### config.mk
export PLATFORM = sky130hd
export DESIGN_NAME = dma_request_priority_cycle_control
export DESIGN_NICKNAME = d
export VERILOG_FILES = /design/src/dma_cycle_pkg.sv /design/src/dma_unit_fifo.sv /design/src/dma_request_priority_cycle_control.sv
export SDC_FILE = /design/constraint.sdc
export NUM_CORES = 1
export LEC_CHECK = 0
export BUFFER_PORTS_ARGS = -buffer_cell sky130_fd_sc_hd__buf_2
export CORE_MARGIN = 1.5
export CORE_UTILIZATION = 25
export DETAILED_ROUTE_END_ITERATION = 8
export MAX_ROUTING_LAYER = met4
export PLACE_DENSITY_LB_ADDON = 0.1
export SLEW_MARGIN = 5
export SYNTH_ARGS = -nofsm -noshare
export SYNTH_HDL_FRONTEND = slang
export SYNTH_HIERARCHICAL = 1
export SYNTH_SLANG_ARGS = --single-unit
### constraint.sdc
create_clock -name clk -period 8.15 [get_ports clk]
set_clock_uncertainty 0.05 [all_clocks]
set_input_delay 0.815 -clock clk [delete_from_list [all_inputs] [get_ports clk]]
set_output_delay 0.815 -clock clk [all_outputs]
set_load 0.01 [all_outputs]
### src/dma_cycle_pkg.sv
// shared constants and types for the cycle-steal transfer controller
package dma_cycle_pkg;

	// ****************************************
	// sizes
	// ****************************************
	localparam int CH_COUNT = 4;
	localparam int CH_W = 2;
	localparam int ADDR_W = 20;
	localparam int DATA_W = 16;
	localparam int CNT_W = 16;
	localparam int CAUSE_W = 2;
	localparam int CYC_W = 3;
	localparam int BUF_DEPTH = 16;

	// ****************************************
	// request cause encodings
	// ****************************************
	localparam logic [CAUSE_W-1:0] CAUSE_PERIPH = 2'h0;
	localparam logic [CAUSE_W-1:0] CAUSE_SOFT = 2'h1;
	localparam logic [CAUSE_W-1:0] CAUSE_EXT_FALL = 2'h2;
	localparam logic [CAUSE_W-1:0] CAUSE_EXT_BOTH = 2'h3;

	// ****************************************
	// bus cycle coefficients (in clock cycles)
	// ****************************************
	localparam logic [CYC_W-1:0] COEF_BASE = 3'h1;
	localparam logic [CYC_W-1:0] COEF_SFR = 3'h2;
	localparam logic [CYC_W-1:0] COEF_EXT_WRITE = 3'h2;
	localparam logic [CYC_W-1:0] CYC_ONE = 3'h1;

	// ****************************************
	// address steps, counter and reset values
	// ****************************************
	localparam logic [ADDR_W-1:0] STEP_BYTE = 20'h0_0001;
	localparam logic [ADDR_W-1:0] STEP_WORD = 20'h0_0002;
	localparam logic [ADDR_W-1:0] ADDR_RST = 20'h0_0000;
	localparam logic [CNT_W-1:0] CNT_ONE = 16'h0001;
	localparam logic [CNT_W-1:0] CNT_ZERO = 16'h0000;
	localparam logic [DATA_W-1:0] DATA_RST = 16'h0000;
	localparam int BYTE_W = 8;

	// ****************************************
	// sequencer states
	// ****************************************
	typedef enum logic [3:0] {
		ST_IDLE = 4'b0001,
		ST_READ = 4'b0010,
		ST_WRITE = 4'b0100,
		ST_CPU = 4'b1000
	} seq_state_t;

endpackage

### src/dma_unit_fifo.sv
// word buffer between source read and destination write
`timescale 1ns/1ps
module dma_unit_fifo #(
	parameter int WIDTH = 16,
	parameter int DEPTH = 16
) (
	// clock and reset
	input wire logic clk,
	input wire logic rst,
	// fill side
	input wire logic in_valid,
	output logic in_ready,
	input wire logic [WIDTH-1:0] in_data,
	// drain side
	output logic out_valid,
	input wire logic out_ready,
	output logic [WIDTH-1:0] out_data
);
	localparam int PTR_W = $clog2(DEPTH);

	initial begin
		if (DEPTH < 2 || (DEPTH & (DEPTH - 1)) != 0) begin
			$error("fifo depth must be a power of two, at least 2");
		end
	end

	logic [WIDTH-1:0] mem [DEPTH];
	logic [PTR_W-1:0] wr_ptr, rd_ptr, next_wr_ptr, next_rd_ptr;
	logic [PTR_W:0] level, next_level;
	logic push, pop;

	always_comb begin
		in_ready = (level != DEPTH[PTR_W:0]);
		out_valid = (level != '0);
		push = in_valid && in_ready;
		pop = out_valid && out_ready;
		next_wr_ptr = push ? wr_ptr + 1'b1 : wr_ptr;
		next_rd_ptr = pop ? rd_ptr + 1'b1 : rd_ptr;
		next_level = level;
		if (push && !pop) begin
			next_level = level + 1'b1;
		end else if (pop && !push) begin
			next_level = level - 1'b1;
		end
		out_data = mem[rd_ptr];
	end

	always_ff @(posedge clk or posedge rst) begin
		if (rst) begin
			wr_ptr <= '0;
			rd_ptr <= '0;
			level <= '0;
		end else begin
			wr_ptr <= next_wr_ptr;
			rd_ptr <= next_rd_ptr;
			level <= next_level;
		end
	end

	// storage has no reset; level guards every read
	always_ff @(posedge clk) begin
		if (push) begin
			mem[wr_ptr] <= in_data;
		end
	end

endmodule

### src/dma_request_priority_cycle_control.sv
// four-channel cycle-steal transfer controller: requests, priority, bus cycles
//
// Operation
// - writing one to enable activates channel; pending requests then start transfers
// - first transfer after activation loads forward pointer from incrementing side
// - first transfer after activation loads counter from reload value
// - writing one while active restarts channel, repeating both reloads
// - each channel takes its request from one selected cause
// - request flag sets on selected event regardless of enable
// - request flag clears just before its transfer begins
// - software clear writes zero the flag; writing one does nothing
// - peripheral cause sets flag together with the peripheral interrupt
// - external cause sets flag on the chosen pin edge
// - requests in one clock cycle set all affected flags together
// - channel zero has highest priority, then one, two, three
// - after each transfer the CPU gets one bus access
// - a transfer is source reads followed by destination writes
// - odd address 16-bit unit on 16-bit bus takes two accesses
// - narrow external bus moves a 16-bit unit as two bytes
// - controller uses bus width pin width for internal areas too
// - special function area or waited region adds bus cycles
// - unit cycles are reads times j plus writes times k
// - single mode underflow clears enable and stops channel
// - repeat mode underflow keeps channel active and reloads
`timescale 1ns/1ps
module dma_request_priority_cycle_control
	import dma_cycle_pkg::*;
#(
	parameter int NUM_CH = CH_COUNT,
	parameter int FIFO_DEPTH = BUF_DEPTH
) (
	// clock and reset
	input wire logic clk,
	input wire logic rst,
	// software writes to channel control
	input wire logic [NUM_CH-1:0] enable_write,
	input wire logic [NUM_CH-1:0] enable_wdata,
	input wire logic [NUM_CH-1:0] req_clear,
	// channel configuration
	input wire logic [NUM_CH-1:0][CAUSE_W-1:0] channel_cause_select,
	input wire logic [NUM_CH-1:0] repeat_mode,
	input wire logic [NUM_CH-1:0] unit_16,
	input wire logic [NUM_CH-1:0] fwd_is_src,
	input wire logic [NUM_CH-1:0][ADDR_W-1:0] src_ptr,
	input wire logic [NUM_CH-1:0][ADDR_W-1:0] dst_ptr,
	input wire logic [NUM_CH-1:0][CNT_W-1:0] count_reload,
	// request sources
	input wire logic [NUM_CH-1:0] periph_irq,
	input wire logic [NUM_CH-1:0] sw_req,
	input wire logic [NUM_CH-1:0] external_irq_pin,
	// bus environment
	input wire logic ext_bus_mode,
	input wire logic byte_pin,
	input wire logic region_sfr,
	input wire logic region_ext,
	input wire logic [1:0] region_waits,
	input wire logic cpu_access_done,
	// bus master side
	output logic bus_own,
	output logic [ADDR_W-1:0] bus_addr,
	output logic bus_rd,
	output logic bus_wr,
	output logic bus_byte,
	output logic [DATA_W-1:0] bus_wdata,
	input wire logic [DATA_W-1:0] bus_rdata,
	// channel status
	output logic [NUM_CH-1:0] enable,
	output logic [NUM_CH-1:0] req_flag,
	output logic [NUM_CH-1:0][CNT_W-1:0] count,
	output logic [NUM_CH-1:0][ADDR_W-1:0] fwd_ptr,
	output logic [NUM_CH-1:0] underflow
);

	initial begin
		if (NUM_CH < 1 || NUM_CH > CH_COUNT) begin
			$error("channel count must be 1 to 4");
		end
	end

	// ****************************************
	// pin synchronisers
	// ****************************************
	logic [NUM_CH-1:0] pin_s1, pin_s2, pin_s3;
	logic byte_s1, byte_s2;

	always_ff @(posedge clk or posedge rst) begin
		if (rst) begin
			pin_s1 <= '1;
			pin_s2 <= '1;
			pin_s3 <= '1;
			byte_s1 <= 1'b0;
			byte_s2 <= 1'b0;
		end else begin
			pin_s1 <= external_irq_pin;
			pin_s2 <= pin_s1;
			pin_s3 <= pin_s2;
			byte_s1 <= byte_pin;
			byte_s2 <= byte_s1;
		end
	end

	// ****************************************
	// request selection and arbitration
	// ****************************************
	logic [NUM_CH-1:0] trig;
	logic [CH_W-1:0] grant;
	logic grant_any;

	always_comb begin
		for (int i = 0; i < NUM_CH; i++) begin
			unique case (channel_cause_select[i])
				// same cycle as the peripheral interrupt
				CAUSE_PERIPH: trig[i] = periph_irq[i];
				CAUSE_SOFT: trig[i] = sw_req[i];
				// falling edge of the synchronised pin
				CAUSE_EXT_FALL: trig[i] = pin_s3[i] && !pin_s2[i];
				CAUSE_EXT_BOTH: trig[i] = pin_s3[i] ^ pin_s2[i];
			endcase
		end
		grant = '0;
		grant_any = 1'b0;
		// descending loop so the lowest index wins
		for (int i = NUM_CH - 1; i >= 0; i--) begin
			if (enable[i] && req_flag[i]) begin
				grant = CH_W'(i);
				grant_any = 1'b1;
			end
		end
	end

	// ****************************************
	// sequencer
	// ****************************************
	seq_state_t state, next_state;
	logic [CH_W-1:0] cur, next_cur;
	logic [NUM_CH-1:0] first, next_first;
	logic [ADDR_W-1:0] src_a, dst_a, next_src_a, next_dst_a;
	logic unit_r, next_unit_r;
	logic part, next_part;
	logic [CYC_W-1:0] cyc, next_cyc;
	logic [BYTE_W-1:0] low_byte, next_low_byte;
	logic narrow, split, last_piece, acc_end;
	logic [CYC_W-1:0] coef;
	logic [ADDR_W-1:0] acc_base;
	logic start, finish;
	logic fifo_in_valid, fifo_in_ready, fifo_out_valid, fifo_out_ready;
	logic [DATA_W-1:0] fifo_in_data, fifo_out_data;

	always_comb begin
		narrow = ext_bus_mode && byte_s2;
		acc_base = (state == ST_READ) ? src_a : dst_a;
		// odd word start splits into two accesses
		split = unit_r && (narrow || acc_base[0]);
		last_piece = !split || part;
		// sfr or waited region stretches the access
		// read uses j, write uses k
		if (region_sfr) begin
			coef = COEF_SFR;
		end else if (state == ST_WRITE && region_ext && region_waits == '0) begin
			coef = COEF_EXT_WRITE;
		end else begin
			coef = COEF_BASE + {1'b0, region_waits};
		end
		acc_end = (cyc == coef - CYC_ONE);
		bus_own = (state == ST_READ) || (state == ST_WRITE);
		bus_addr = acc_base + (part ? STEP_BYTE : ADDR_RST);
		bus_rd = (state == ST_READ);
		bus_wr = (state == ST_WRITE) && fifo_out_valid;
		bus_byte = !unit_r || split;
		if (!split) begin
			bus_wdata = fifo_out_data;
		end else if (part) begin
			bus_wdata = {{BYTE_W{1'b0}}, fifo_out_data[DATA_W-1:BYTE_W]};
		end else begin
			bus_wdata = {{BYTE_W{1'b0}}, fifo_out_data[BYTE_W-1:0]};
		end
		if (!unit_r) begin
			fifo_in_data = {{BYTE_W{1'b0}}, bus_rdata[BYTE_W-1:0]};
		end else if (split) begin
			fifo_in_data = {bus_rdata[BYTE_W-1:0], low_byte};
		end else begin
			fifo_in_data = bus_rdata;
		end
		fifo_in_valid = (state == ST_READ) && acc_end && last_piece;
		fifo_out_ready = bus_wr && acc_end && last_piece;
		start = 1'b0;
		finish = 1'b0;
		next_state = state;
		next_cur = cur;
		next_src_a = src_a;
		next_dst_a = dst_a;
		next_unit_r = unit_r;
		next_part = part;
		next_cyc = cyc;
		next_low_byte = low_byte;
		unique case (state)
			ST_IDLE: begin
				if (grant_any) begin
					start = 1'b1;
					next_cur = grant;
					next_unit_r = unit_16[grant];
					if (first[grant] && fwd_is_src[grant]) begin
						next_src_a = src_ptr[grant];
					end else if (fwd_is_src[grant]) begin
						next_src_a = fwd_ptr[grant];
					end else begin
						next_src_a = src_ptr[grant];
					end
					if (first[grant] && !fwd_is_src[grant]) begin
						next_dst_a = dst_ptr[grant];
					end else if (!fwd_is_src[grant]) begin
						next_dst_a = fwd_ptr[grant];
					end else begin
						next_dst_a = dst_ptr[grant];
					end
					next_part = 1'b0;
					next_cyc = '0;
					next_state = ST_READ;
				end
			end
			ST_READ: begin
				if (!acc_end) begin
					next_cyc = cyc + CYC_ONE;
				end else if (!last_piece) begin
					next_low_byte = bus_rdata[BYTE_W-1:0];
					next_part = 1'b1;
					next_cyc = '0;
				end else if (fifo_in_ready) begin
					// full buffer holds the read strobe until space frees
					next_part = 1'b0;
					next_cyc = '0;
					next_state = ST_WRITE;
				end
			end
			ST_WRITE: begin
				if (!fifo_out_valid) begin
					next_cyc = '0;
				end else if (!acc_end) begin
					next_cyc = cyc + CYC_ONE;
				end else if (!last_piece) begin
					next_part = 1'b1;
					next_cyc = '0;
				end else begin
					finish = 1'b1;
					next_part = 1'b0;
					next_cyc = '0;
					// hand the bus back for one CPU access
					next_state = ST_CPU;
				end
			end
			ST_CPU: begin
				if (cpu_access_done) begin
					next_state = ST_IDLE;
				end
			end
		endcase
	end

	always_ff @(posedge clk or posedge rst) begin
		if (rst) begin
			state <= ST_IDLE;
			cur <= '0;
			src_a <= ADDR_RST;
			dst_a <= ADDR_RST;
			unit_r <= 1'b0;
			part <= 1'b0;
			cyc <= '0;
			low_byte <= '0;
		end else begin
			state <= next_state;
			cur <= next_cur;
			src_a <= next_src_a;
			dst_a <= next_dst_a;
			unit_r <= next_unit_r;
			part <= next_part;
			cyc <= next_cyc;
			low_byte <= next_low_byte;
		end
	end

	// ****************************************
	// channel state
	// ****************************************
	logic [NUM_CH-1:0] next_enable, next_req_flag, next_underflow;
	logic [NUM_CH-1:0][CNT_W-1:0] next_count;
	logic [NUM_CH-1:0][ADDR_W-1:0] next_fwd_ptr;

	always_comb begin
		for (int i = 0; i < NUM_CH; i++) begin
			next_enable[i] = enable[i];
			next_first[i] = first[i];
			next_count[i] = count[i];
			next_fwd_ptr[i] = fwd_ptr[i];
			next_underflow[i] = 1'b0;
			next_req_flag[i] = req_flag[i];
			if (req_clear[i]) begin
				next_req_flag[i] = 1'b0;
			end
			// only the granted channel loses its flag
			if (start && grant == CH_W'(i)) begin
				next_req_flag[i] = 1'b0;
			end
			// set regardless of enable, and set wins
			// every channel samples its cause each cycle
			if (trig[i]) begin
				next_req_flag[i] = 1'b1;
			end
			if (start && grant == CH_W'(i) && first[i]) begin
				next_fwd_ptr[i] = fwd_is_src[i] ? src_ptr[i] : dst_ptr[i];
				next_count[i] = count_reload[i];
				next_first[i] = 1'b0;
			end
			if (finish && cur == CH_W'(i)) begin
				next_fwd_ptr[i] = fwd_ptr[i] + (unit_r ? STEP_WORD : STEP_BYTE);
				if (count[i] == CNT_ZERO) begin
					next_underflow[i] = 1'b1;
					if (repeat_mode[i]) begin
						next_fwd_ptr[i] = fwd_is_src[i] ? src_ptr[i] : dst_ptr[i];
						next_count[i] = count_reload[i];
					end else begin
						next_enable[i] = 1'b0;
						next_first[i] = 1'b1;
					end
				end else begin
					next_count[i] = count[i] - CNT_ONE;
				end
			end
			// rewrite while active restarts both reloads
			if (enable_write[i]) begin
				next_enable[i] = enable_wdata[i];
				next_first[i] = 1'b1;
			end
		end
	end

	always_ff @(posedge clk or posedge rst) begin
		if (rst) begin
			enable <= '0;
			first <= '1;
			req_flag <= '0;
			count <= '0;
			fwd_ptr <= '0;
			underflow <= '0;
		end else begin
			enable <= next_enable;
			first <= next_first;
			req_flag <= next_req_flag;
			count <= next_count;
			fwd_ptr <= next_fwd_ptr;
			underflow <= next_underflow;
		end
	end

	// ****************************************
	// data buffer
	// ****************************************
	dma_unit_fifo #(
		.WIDTH(DATA_W),
		.DEPTH(FIFO_DEPTH)
	) unit_buffer (
		.clk(clk),
		.rst(rst),
		.in_valid(fifo_in_valid),
		.in_ready(fifo_in_ready),
		.in_data(fifo_in_data),
		.out_valid(fifo_out_valid),
		.out_ready(fifo_out_ready),
		.out_data(fifo_out_data)
	);

endmodule

## Word level (Yosys, flattened, before mapping)

Memory sizes are Yosys's and may differ from the RTL's.
Cells that the tools add are included.

| cells by class | value |
|---|---|
| $add $sub $neg | 16 |
| order comparisons | 1 |
| equality and inequality tests | 38 |
| muxes and demuxes | 163 |
| bitwise gates (word level) | 5 |
| reductions and logical operators | 87 |

Operator list:

| cell | count |
|---|---|
| $mux 20 | 28 |
| $mux 16 | 19 |
| $bmux 20 s2 | 3 |
| $mux 1 | 79 |
| $logic_not 16->1 | 4 |
| $sub 16x1->16 const B | 4 |
| $add 20x20->20 | 3 |
| $logic_and 1x1->1 | 35 |
| $mux 4 | 8 |
| $reduce_bool 2->1 | 13 |
| $eq 2x2->1 const B | 12 |
| $mux 3 | 8 |
| $add 20x1->20 | 1 |
| $add 20x2->20 | 1 |
| $ne 2x2->1 const B | 9 |
| $reduce_and 3->1 | 6 |
| $pmux 1 s4 | 4 |
| $pmux 4 s4 | 1 |
| $reduce_bool 3->1 | 5 |
| $logic_not 2->1 | 7 |
| $eq 2x1->1 const B | 6 |
| $mux 2 | 5 |
| $mux 5 | 2 |
| $logic_not 1->1 | 9 |
| 27 further kinds | 38 |

| storage, ports and cells | value |
|---|---|
| register bits | 246 |
| bits in writable memories | 256 |
| bits of input ports | 293 |
| memories kept | 1 |

Memory list:

| name | depth | bits a word | rd ports | clocked after Yosys merged registers in | wr ports | RTL line | text |
|---|---|---|---|---|---|---|---|
| unit_buffer.mem | 16 | 16 | 1 | 0 | 1 | dma_unit_fifo.sv:27 | `logic [WIDTH-1:0] mem [DEPTH];` |

## Depth between registers and ports, before layout

| depth | value |
|---|---|
| depth after elaboration | 14 |
| depth in mapped cells | 20 |
| mapped depth without buffers | 19 |

## By module

The synthesis kept the hierarchy.

By module, submodules not included:

| module | instances | cells an instance | area each (µm²) | seq. area each (µm²) |
|---|---|---|---|---|
| dma_request_priority_cycle_control | 1 | 2231 | 18809.3 | 5851.9 |
| dma_unit_fifo | 1 | 549 | 10869.2 | 8012.7 |

## Worst setup path before layout

OpenSTA, ideal clock, no wires.

| timing | value |
|---|---|
| path type | input-to-reg |
| from | input port region_waits[0] |
| to | memory unit_buffer.mem[3][0] (enable) |
| setup time | 0.409 ns |
| arrival | 4.422 ns |
| data required time | 7.691 ns |
| path slack | 3.269 ns |
| cell stages on the path | 15 |
| buffers on the path | 1 |
| path through | inv_1 > ha_1 > nand2_1 > nor2_1 > or3_1 > ha_1 > xor2_1 > xor2_1 > a211oi_2 > buf_4 > nand2_1 > nor2_1 > a21boi_2 > nand2_1 > nor3_1 |

| on the way | value |
|---|---|
| word-level cells in the longest chain between the ends | 11 |
| elaborated cells on any way between the ends | 12 |
| classes of those cells | add/sub (2); eq/ne (1); mux (4); reduce/logical (5) |

RTL lines:

| item | RTL line | text |
|---|---|---|
| from (decl) | dma_request_priority_cycle_control.sv:56 | `input wire logic [1:0] region_waits,` |
| branches (longest 2 deep; another with $add 1x2->3) | n/a |  |
| $mux 3 (*) | dma_request_priority_cycle_control.sv:159 | `end else if (state == ST_WRITE && region_ext && region_waits == '0) begin` |
| $mux 3 (*) | dma_request_priority_cycle_control.sv:157 | `if (region_sfr) begin` |
| $sub 3x1->3 (*) | dma_request_priority_cycle_control.sv:164 | `acc_end = (cyc == coef - CYC_ONE);` |
| $eq 3x3->1 (*) | dma_request_priority_cycle_control.sv:164 |  |
| $logic_and 1x1->1 (*) (2 in a row) | dma_request_priority_cycle_control.sv:184 | `fifo_in_valid = (state == ST_READ) && acc_end && last_piece;` |
| via fifo_in_valid | dma_request_priority_cycle_control.sv:146 | `logic fifo_in_valid, fifo_in_ready, fifo_out_valid, fifo_out_ready;` |
| $logic_and 1x1->1 (*) | dma_unit_fifo.sv:35 | `push = in_valid && in_ready;` |
| via unit_buffer.push | dma_unit_fifo.sv:30 | `logic push, pop;` |
| $mux 1 (*) | dma_unit_fifo.sv:62 | `if (push) begin` |
| $mux 1 (implied by the code) (*) | dma_unit_fifo.sv:63 | `mem[wr_ptr] <= in_data;` |
| to (decl) | dma_unit_fifo.sv:27 |  |

Mark *: on every way through the listed nets, which the timed path passes.

## Worst setup path in the final report

| timing | value |
|---|---|
| from | register state[3] |
| to | register unit_buffer.level[4] |

| on the way | value |
|---|---|
| word-level cells in the longest chain between the ends | 13 |
| elaborated cells on any way between the ends | 26 |
| classes of those cells | add/sub (1); eq/ne (3); mux (4); reduce/logical (18) |

RTL lines:

| item | RTL line | text |
|---|---|---|
| from (decl) | dma_request_priority_cycle_control.sv:134 | `seq_state_t state, next_state;` |
| from (signal assigned) | dma_request_priority_cycle_control.sv:270 | `state <= next_state;` |
| $eq 4x3->1 | dma_request_priority_cycle_control.sv:159 |  |
| $logic_and 1x1->1 (2 in a row) | dma_request_priority_cycle_control.sv:159 |  |
| $mux 3 | dma_request_priority_cycle_control.sv:159 |  |
| $mux 3 | dma_request_priority_cycle_control.sv:157 |  |
| $sub 3x1->3 | dma_request_priority_cycle_control.sv:164 |  |
| $eq 3x3->1 | dma_request_priority_cycle_control.sv:164 |  |
| $logic_and 1x1->1 | dma_request_priority_cycle_control.sv:184 |  |
| $logic_and 1x1->1 (*) | dma_request_priority_cycle_control.sv:184 |  |
| via fifo_in_valid | dma_request_priority_cycle_control.sv:146 |  |
| $logic_and 1x1->1 (*) | dma_unit_fifo.sv:35 |  |
| via unit_buffer.push | dma_unit_fifo.sv:30 |  |
| $logic_not 1->1 | dma_unit_fifo.sv:42 | `end else if (pop && !push) begin` |
| $logic_and 1x1->1 | dma_unit_fifo.sv:42 |  |
| $reduce_bool 2->1 (no line) | n/a |  |
| to (signal assigned) | dma_unit_fifo.sv:56 | `level <= next_level;` |
| to (decl) | dma_unit_fifo.sv:29 | `logic [PTR_W:0] level, next_level;` |

Mark *: on every way through the listed nets, which the timed path passes. The rest lies on a longest branch.
A chain may end at the register's enable or synchronous reset.

==> results.json <==
{
  "status": "completed",
  "ir_drop_v": 0.000153,
  "worstPathMaxFanout": 33,
  "cts_tree": "done",
  "post_cts_buffers": 0,
  "gp_congestion": 0.918,
  "path_clk_slew_ns": 0.05,
  "num_vias": 25600,
  "grt_pass1_vias": 25500,
  "core_area_um2": 118000,
  "finalHoldViolCount": 0,
  "multi_input_area_um2": 14700,
  "synth_nets": 3112,
  "final_common_cell": "buf_2",
  "p_leak_uw": 0.0143,
  "numCtsBuffers": 67,
  "die_x_um": 348,
  "cp-end-kind": "flip-flop",
  "maxSlewHeadroom": 0.142,
  "ys.flop_type": "edfxtp_1",
  "postRouteAntennaNets": 0,
  "cts-root-buf": "clkbuf_16",
  "row_count": 126,
  "cts.sinks": 502,
  "crit_type": "reg -> reg",
  "clockBufferDepth": 3,
  "setup_viol": 0,
  "tightestPinTransition_ns": 1.28,
  "reg2reg_slack_ns": 2.54,
  "slew_violations": 0,
  "die_area_um2": 121000,
  "hpwl_mm": 99.0,
  "antenna_found_initial": 14,
  "cp.arrival_ns": 6.09,
  "power_density_nw_per_um2": 299,
  "worst_setup_path_start_kind": "flip-flop",
  "clock_latency_ns": 0.64,
  "whs_ns": 0.234,
  "start_util": 0.252,
  "drc": 0,
  "drt-vias-per-instance": 5.34,
  "layout_common_cells": "buf_2 (488), nand2_1 (305), edfxtp_1 (256), nand3_1 (253), dfrtp_1 (228)",
  "path_buf_inv": 2,
  "critical-path-slowest-cell": "or4b_1",
  "fin_area_um2": 35800,
  "die_h_um": 348,
  "grt_max_degree": 130,
  "drt-pass1-iter-count": 5,
  "synth_seq_area_share": 0.467,
  "yosysWarnings": 6,
  "first_iter_violations": 2312,
  "grt-ovfl-total": 0,
  "avgSynthCellArea_um2": 10.7,
  "crit_path_start": "state[3]$_DFFE_PP0P_",
  "fmax_mhz": 178,
  "cts_max_level": 3,
  "synth-edff-count": 256,
  "fillers": 12300,
  "endpoint": "unit_buffer/level[4]$_DFFE_PP0P_",
  "syn_inst": 2780,
  "ios": 489,
  "max_cap_viol_count": 0,
  "drive_gt1_frac": 0.275,
  "period_share": 0.689,
  "dpl-instance-area_um2": 33600,
  "rsz0062_at_grt": "false",
  "cp.required_ns": 8.63,
  "seq_area_um2": 13900,
  "wirelength_mm": 132,
  "fin_crit_ns": 5.61,
  "synth_area_um2": 29700,
  "num-nets-final": 3535,
  "avgRoutedWirePerCell_um": 27.4,
  "rr_worst_depth": 14,
  "cts_hold_buf": 0,
  "track_usage": 0.219,
  "cp.depth": 14,
  "rr_startpoint": "state[3]$_DFFE_PP0P_",
  "timing.rr.end": "unit_buffer/level[4]$_DFFE_PP0P_",
  "io_buffers": 488,
  "worstPathCellList": "or4b_1 > inv_6 > mux2i_2 > nand2_1 > nand2_1 > nor2_1 > a21boi_2 > ha_1 > inv_1 > ha_1 > a21o_1 > a21oi_1 > mux2i_1 > xnor2_1",
  "min_path_type": "in -> async",
  "synth_cell_types": 106,
  "grt_pass1_wl_mm": 188,
  "area_growth_pct": 20.8,
  "cpPeakStageDelay_ns": 1.02,
  "ys_ff_latch": 502,
  "cts_resized": 0,
  "async_flop_share": 0.490,
  "crit_family": "simple AND/OR/NAND/NOR gates",
  "fin_tns_setup_ns": 0
}
## worst min path at each step
stage | startpoint | to | slack [ns] | depth (start not counted)
2_1_floorplan | byte_s1$_DFF_PP0_ | byte_s2$_DFF_PP0_ | 0.28 | 0
3_3_place_gp | pin_s1[0]$_DFF_PP1_ | pin_s2[0]$_DFF_PP1_ | 0.30 | 0
3_5_place_dp | pin_s1[0]$_DFF_PP1_ | pin_s2[0]$_DFF_PP1_ | 0.30 | 0
4_1_cts | external_irq_pin[1] | pin_s1[1]$_DFF_PP1_ | 0.20 | 1
5_1_grt | external_irq_pin[3] | pin_s1[3]$_DFF_PP1_ | 0.21 | 1
6_report | rst | unit_buffer/level[0]$_DFFE_PP0P_ | 0.23 | 2
## routing by layer
layer	global-route usage	vias up	share of wire
met3	0.0369	191	0.060
li1	-	11400	-
met4	0.0729	0	0.032
met1	0.275	13000	0.42
met2	0.358	1040	0.48
met5	-	-	0
## layout make-up
cell class              instances  area share
well taps                    1536      0.0536
clock buffers                  93      0.0515
multi-input cells            2029       0.411
clock inverters                29     0.00977
flip-flops and latches        502       0.387
diodes                         15     0.00105
repair buffers                541      0.0796
inverters                      62     0.00684
## synth_stat cells (16+ instances only)
cell         n  area share
a21oi_1    152       0.026
nor4_1      27      0.0057
and2_1      20      0.0042
a2bb2oi_1   30      0.0089
dfrtp_1    229        0.19
nand2_1    307       0.039
o21ai_0    101       0.017
and3_1      26      0.0055
a22oi_1     39      0.0099
nand4_1     29      0.0061
buf_2       40      0.0067
a31oi_1     29      0.0061
nor3_1      37      0.0062
nor2_1     111       0.014
o22ai_1     44      0.0093
ha_1        34       0.014
edfxtp_1   256        0.26
o211ai_1    45       0.011
xnor2_1     51       0.015
inv_1       60      0.0076
mux2_2      81       0.031
or3_1       16      0.0034
o22a_1      23      0.0068
buf_4       17      0.0043
clkbuf_1    96       0.012
nand3_1    253       0.043
mux2i_1    215       0.073
mux4_2      52       0.039
dfstp_2     17       0.015
xor2_1      30      0.0089
a211oi_1    17      0.0043
a221oi_2    30       0.015
## power breakdown
| part | internal [uW] | switching, uW | leakage, uW |
|---|---|---|---|
| sequential | 3190 | 724 | 0.00528 |
| combinational | 1430 | 2380 | 0.00798 |
| clock | 1780 | 1220 | 0.00107 |
| total | 6400 | 4320 | 0.0143 |
## flip-flops by register name (all words and copies together) (netlist names), 3 cells and up
| signal | cells |
|---|---|
| state | 4 |
| req_flag | 4 |
| src_a | 20 |
| unit_buffer/rd_ptr | 4 |
| first | 4 |
| unit_buffer/level | 5 |
| unit_buffer/wr_ptr | 4 |
| underflow | 4 |
| pin_s2 | 4 |
| dst_a | 20 |
| count | 64 |
| cyc | 3 |
| pin_s1 | 4 |
| fwd_ptr | 80 |
| pin_s3 | 4 |
| enable | 4 |
| unit_buffer/mem | 256 |
| low_byte | 8 |
## stage by stage
stage / setup WS, ns / cells / utilization / power [uW]
after floorplan: 0.923 / 2780 / - / 6040
after global placement: 2.70 / 4670 / 0.285 / 7760
after detailed placement: 2.57 / 4670 / 0.285 / 7800
after CTS: 2.55 / 4792 / 0.304 / 10900
after global routing: 2.12 / 4804 / 0.304 / 11300
final: 2.54 / 4807 / 0.304 / 10700
## cells by family (layout without fill, tap and decap cells)
group,count (synthesis),count (layout),share of synthesized area
DFF,502,502,0.467
other,0,15,0
and+or+nand+nor,947,947,0.160
muxes,352,352,0.144
xor gates and xnor gates,81,81,0.0239
adders and majority gates,39,39,0.0177
buffers and inverters,249,725,0.0412
AOI/OAI and AO/OA,610,610,0.146
## worst register-to-register path, stage by stage (launching register included)
cell	delay, ns
dfrtp_1	0.51
or4b_1	1.02
inv_6	0.49
mux2i_2	0.49
nand2_1	0.70
nand2_1	0.47
nor2_1	0.09
a21boi_2	0.26
ha_1	0.27
inv_1	0.17
ha_1	0.30
a21o_1	0.17
a21oi_1	0.19
mux2i_1	0.24
xnor2_1	0.13
(Power assumes the default switching activity.)
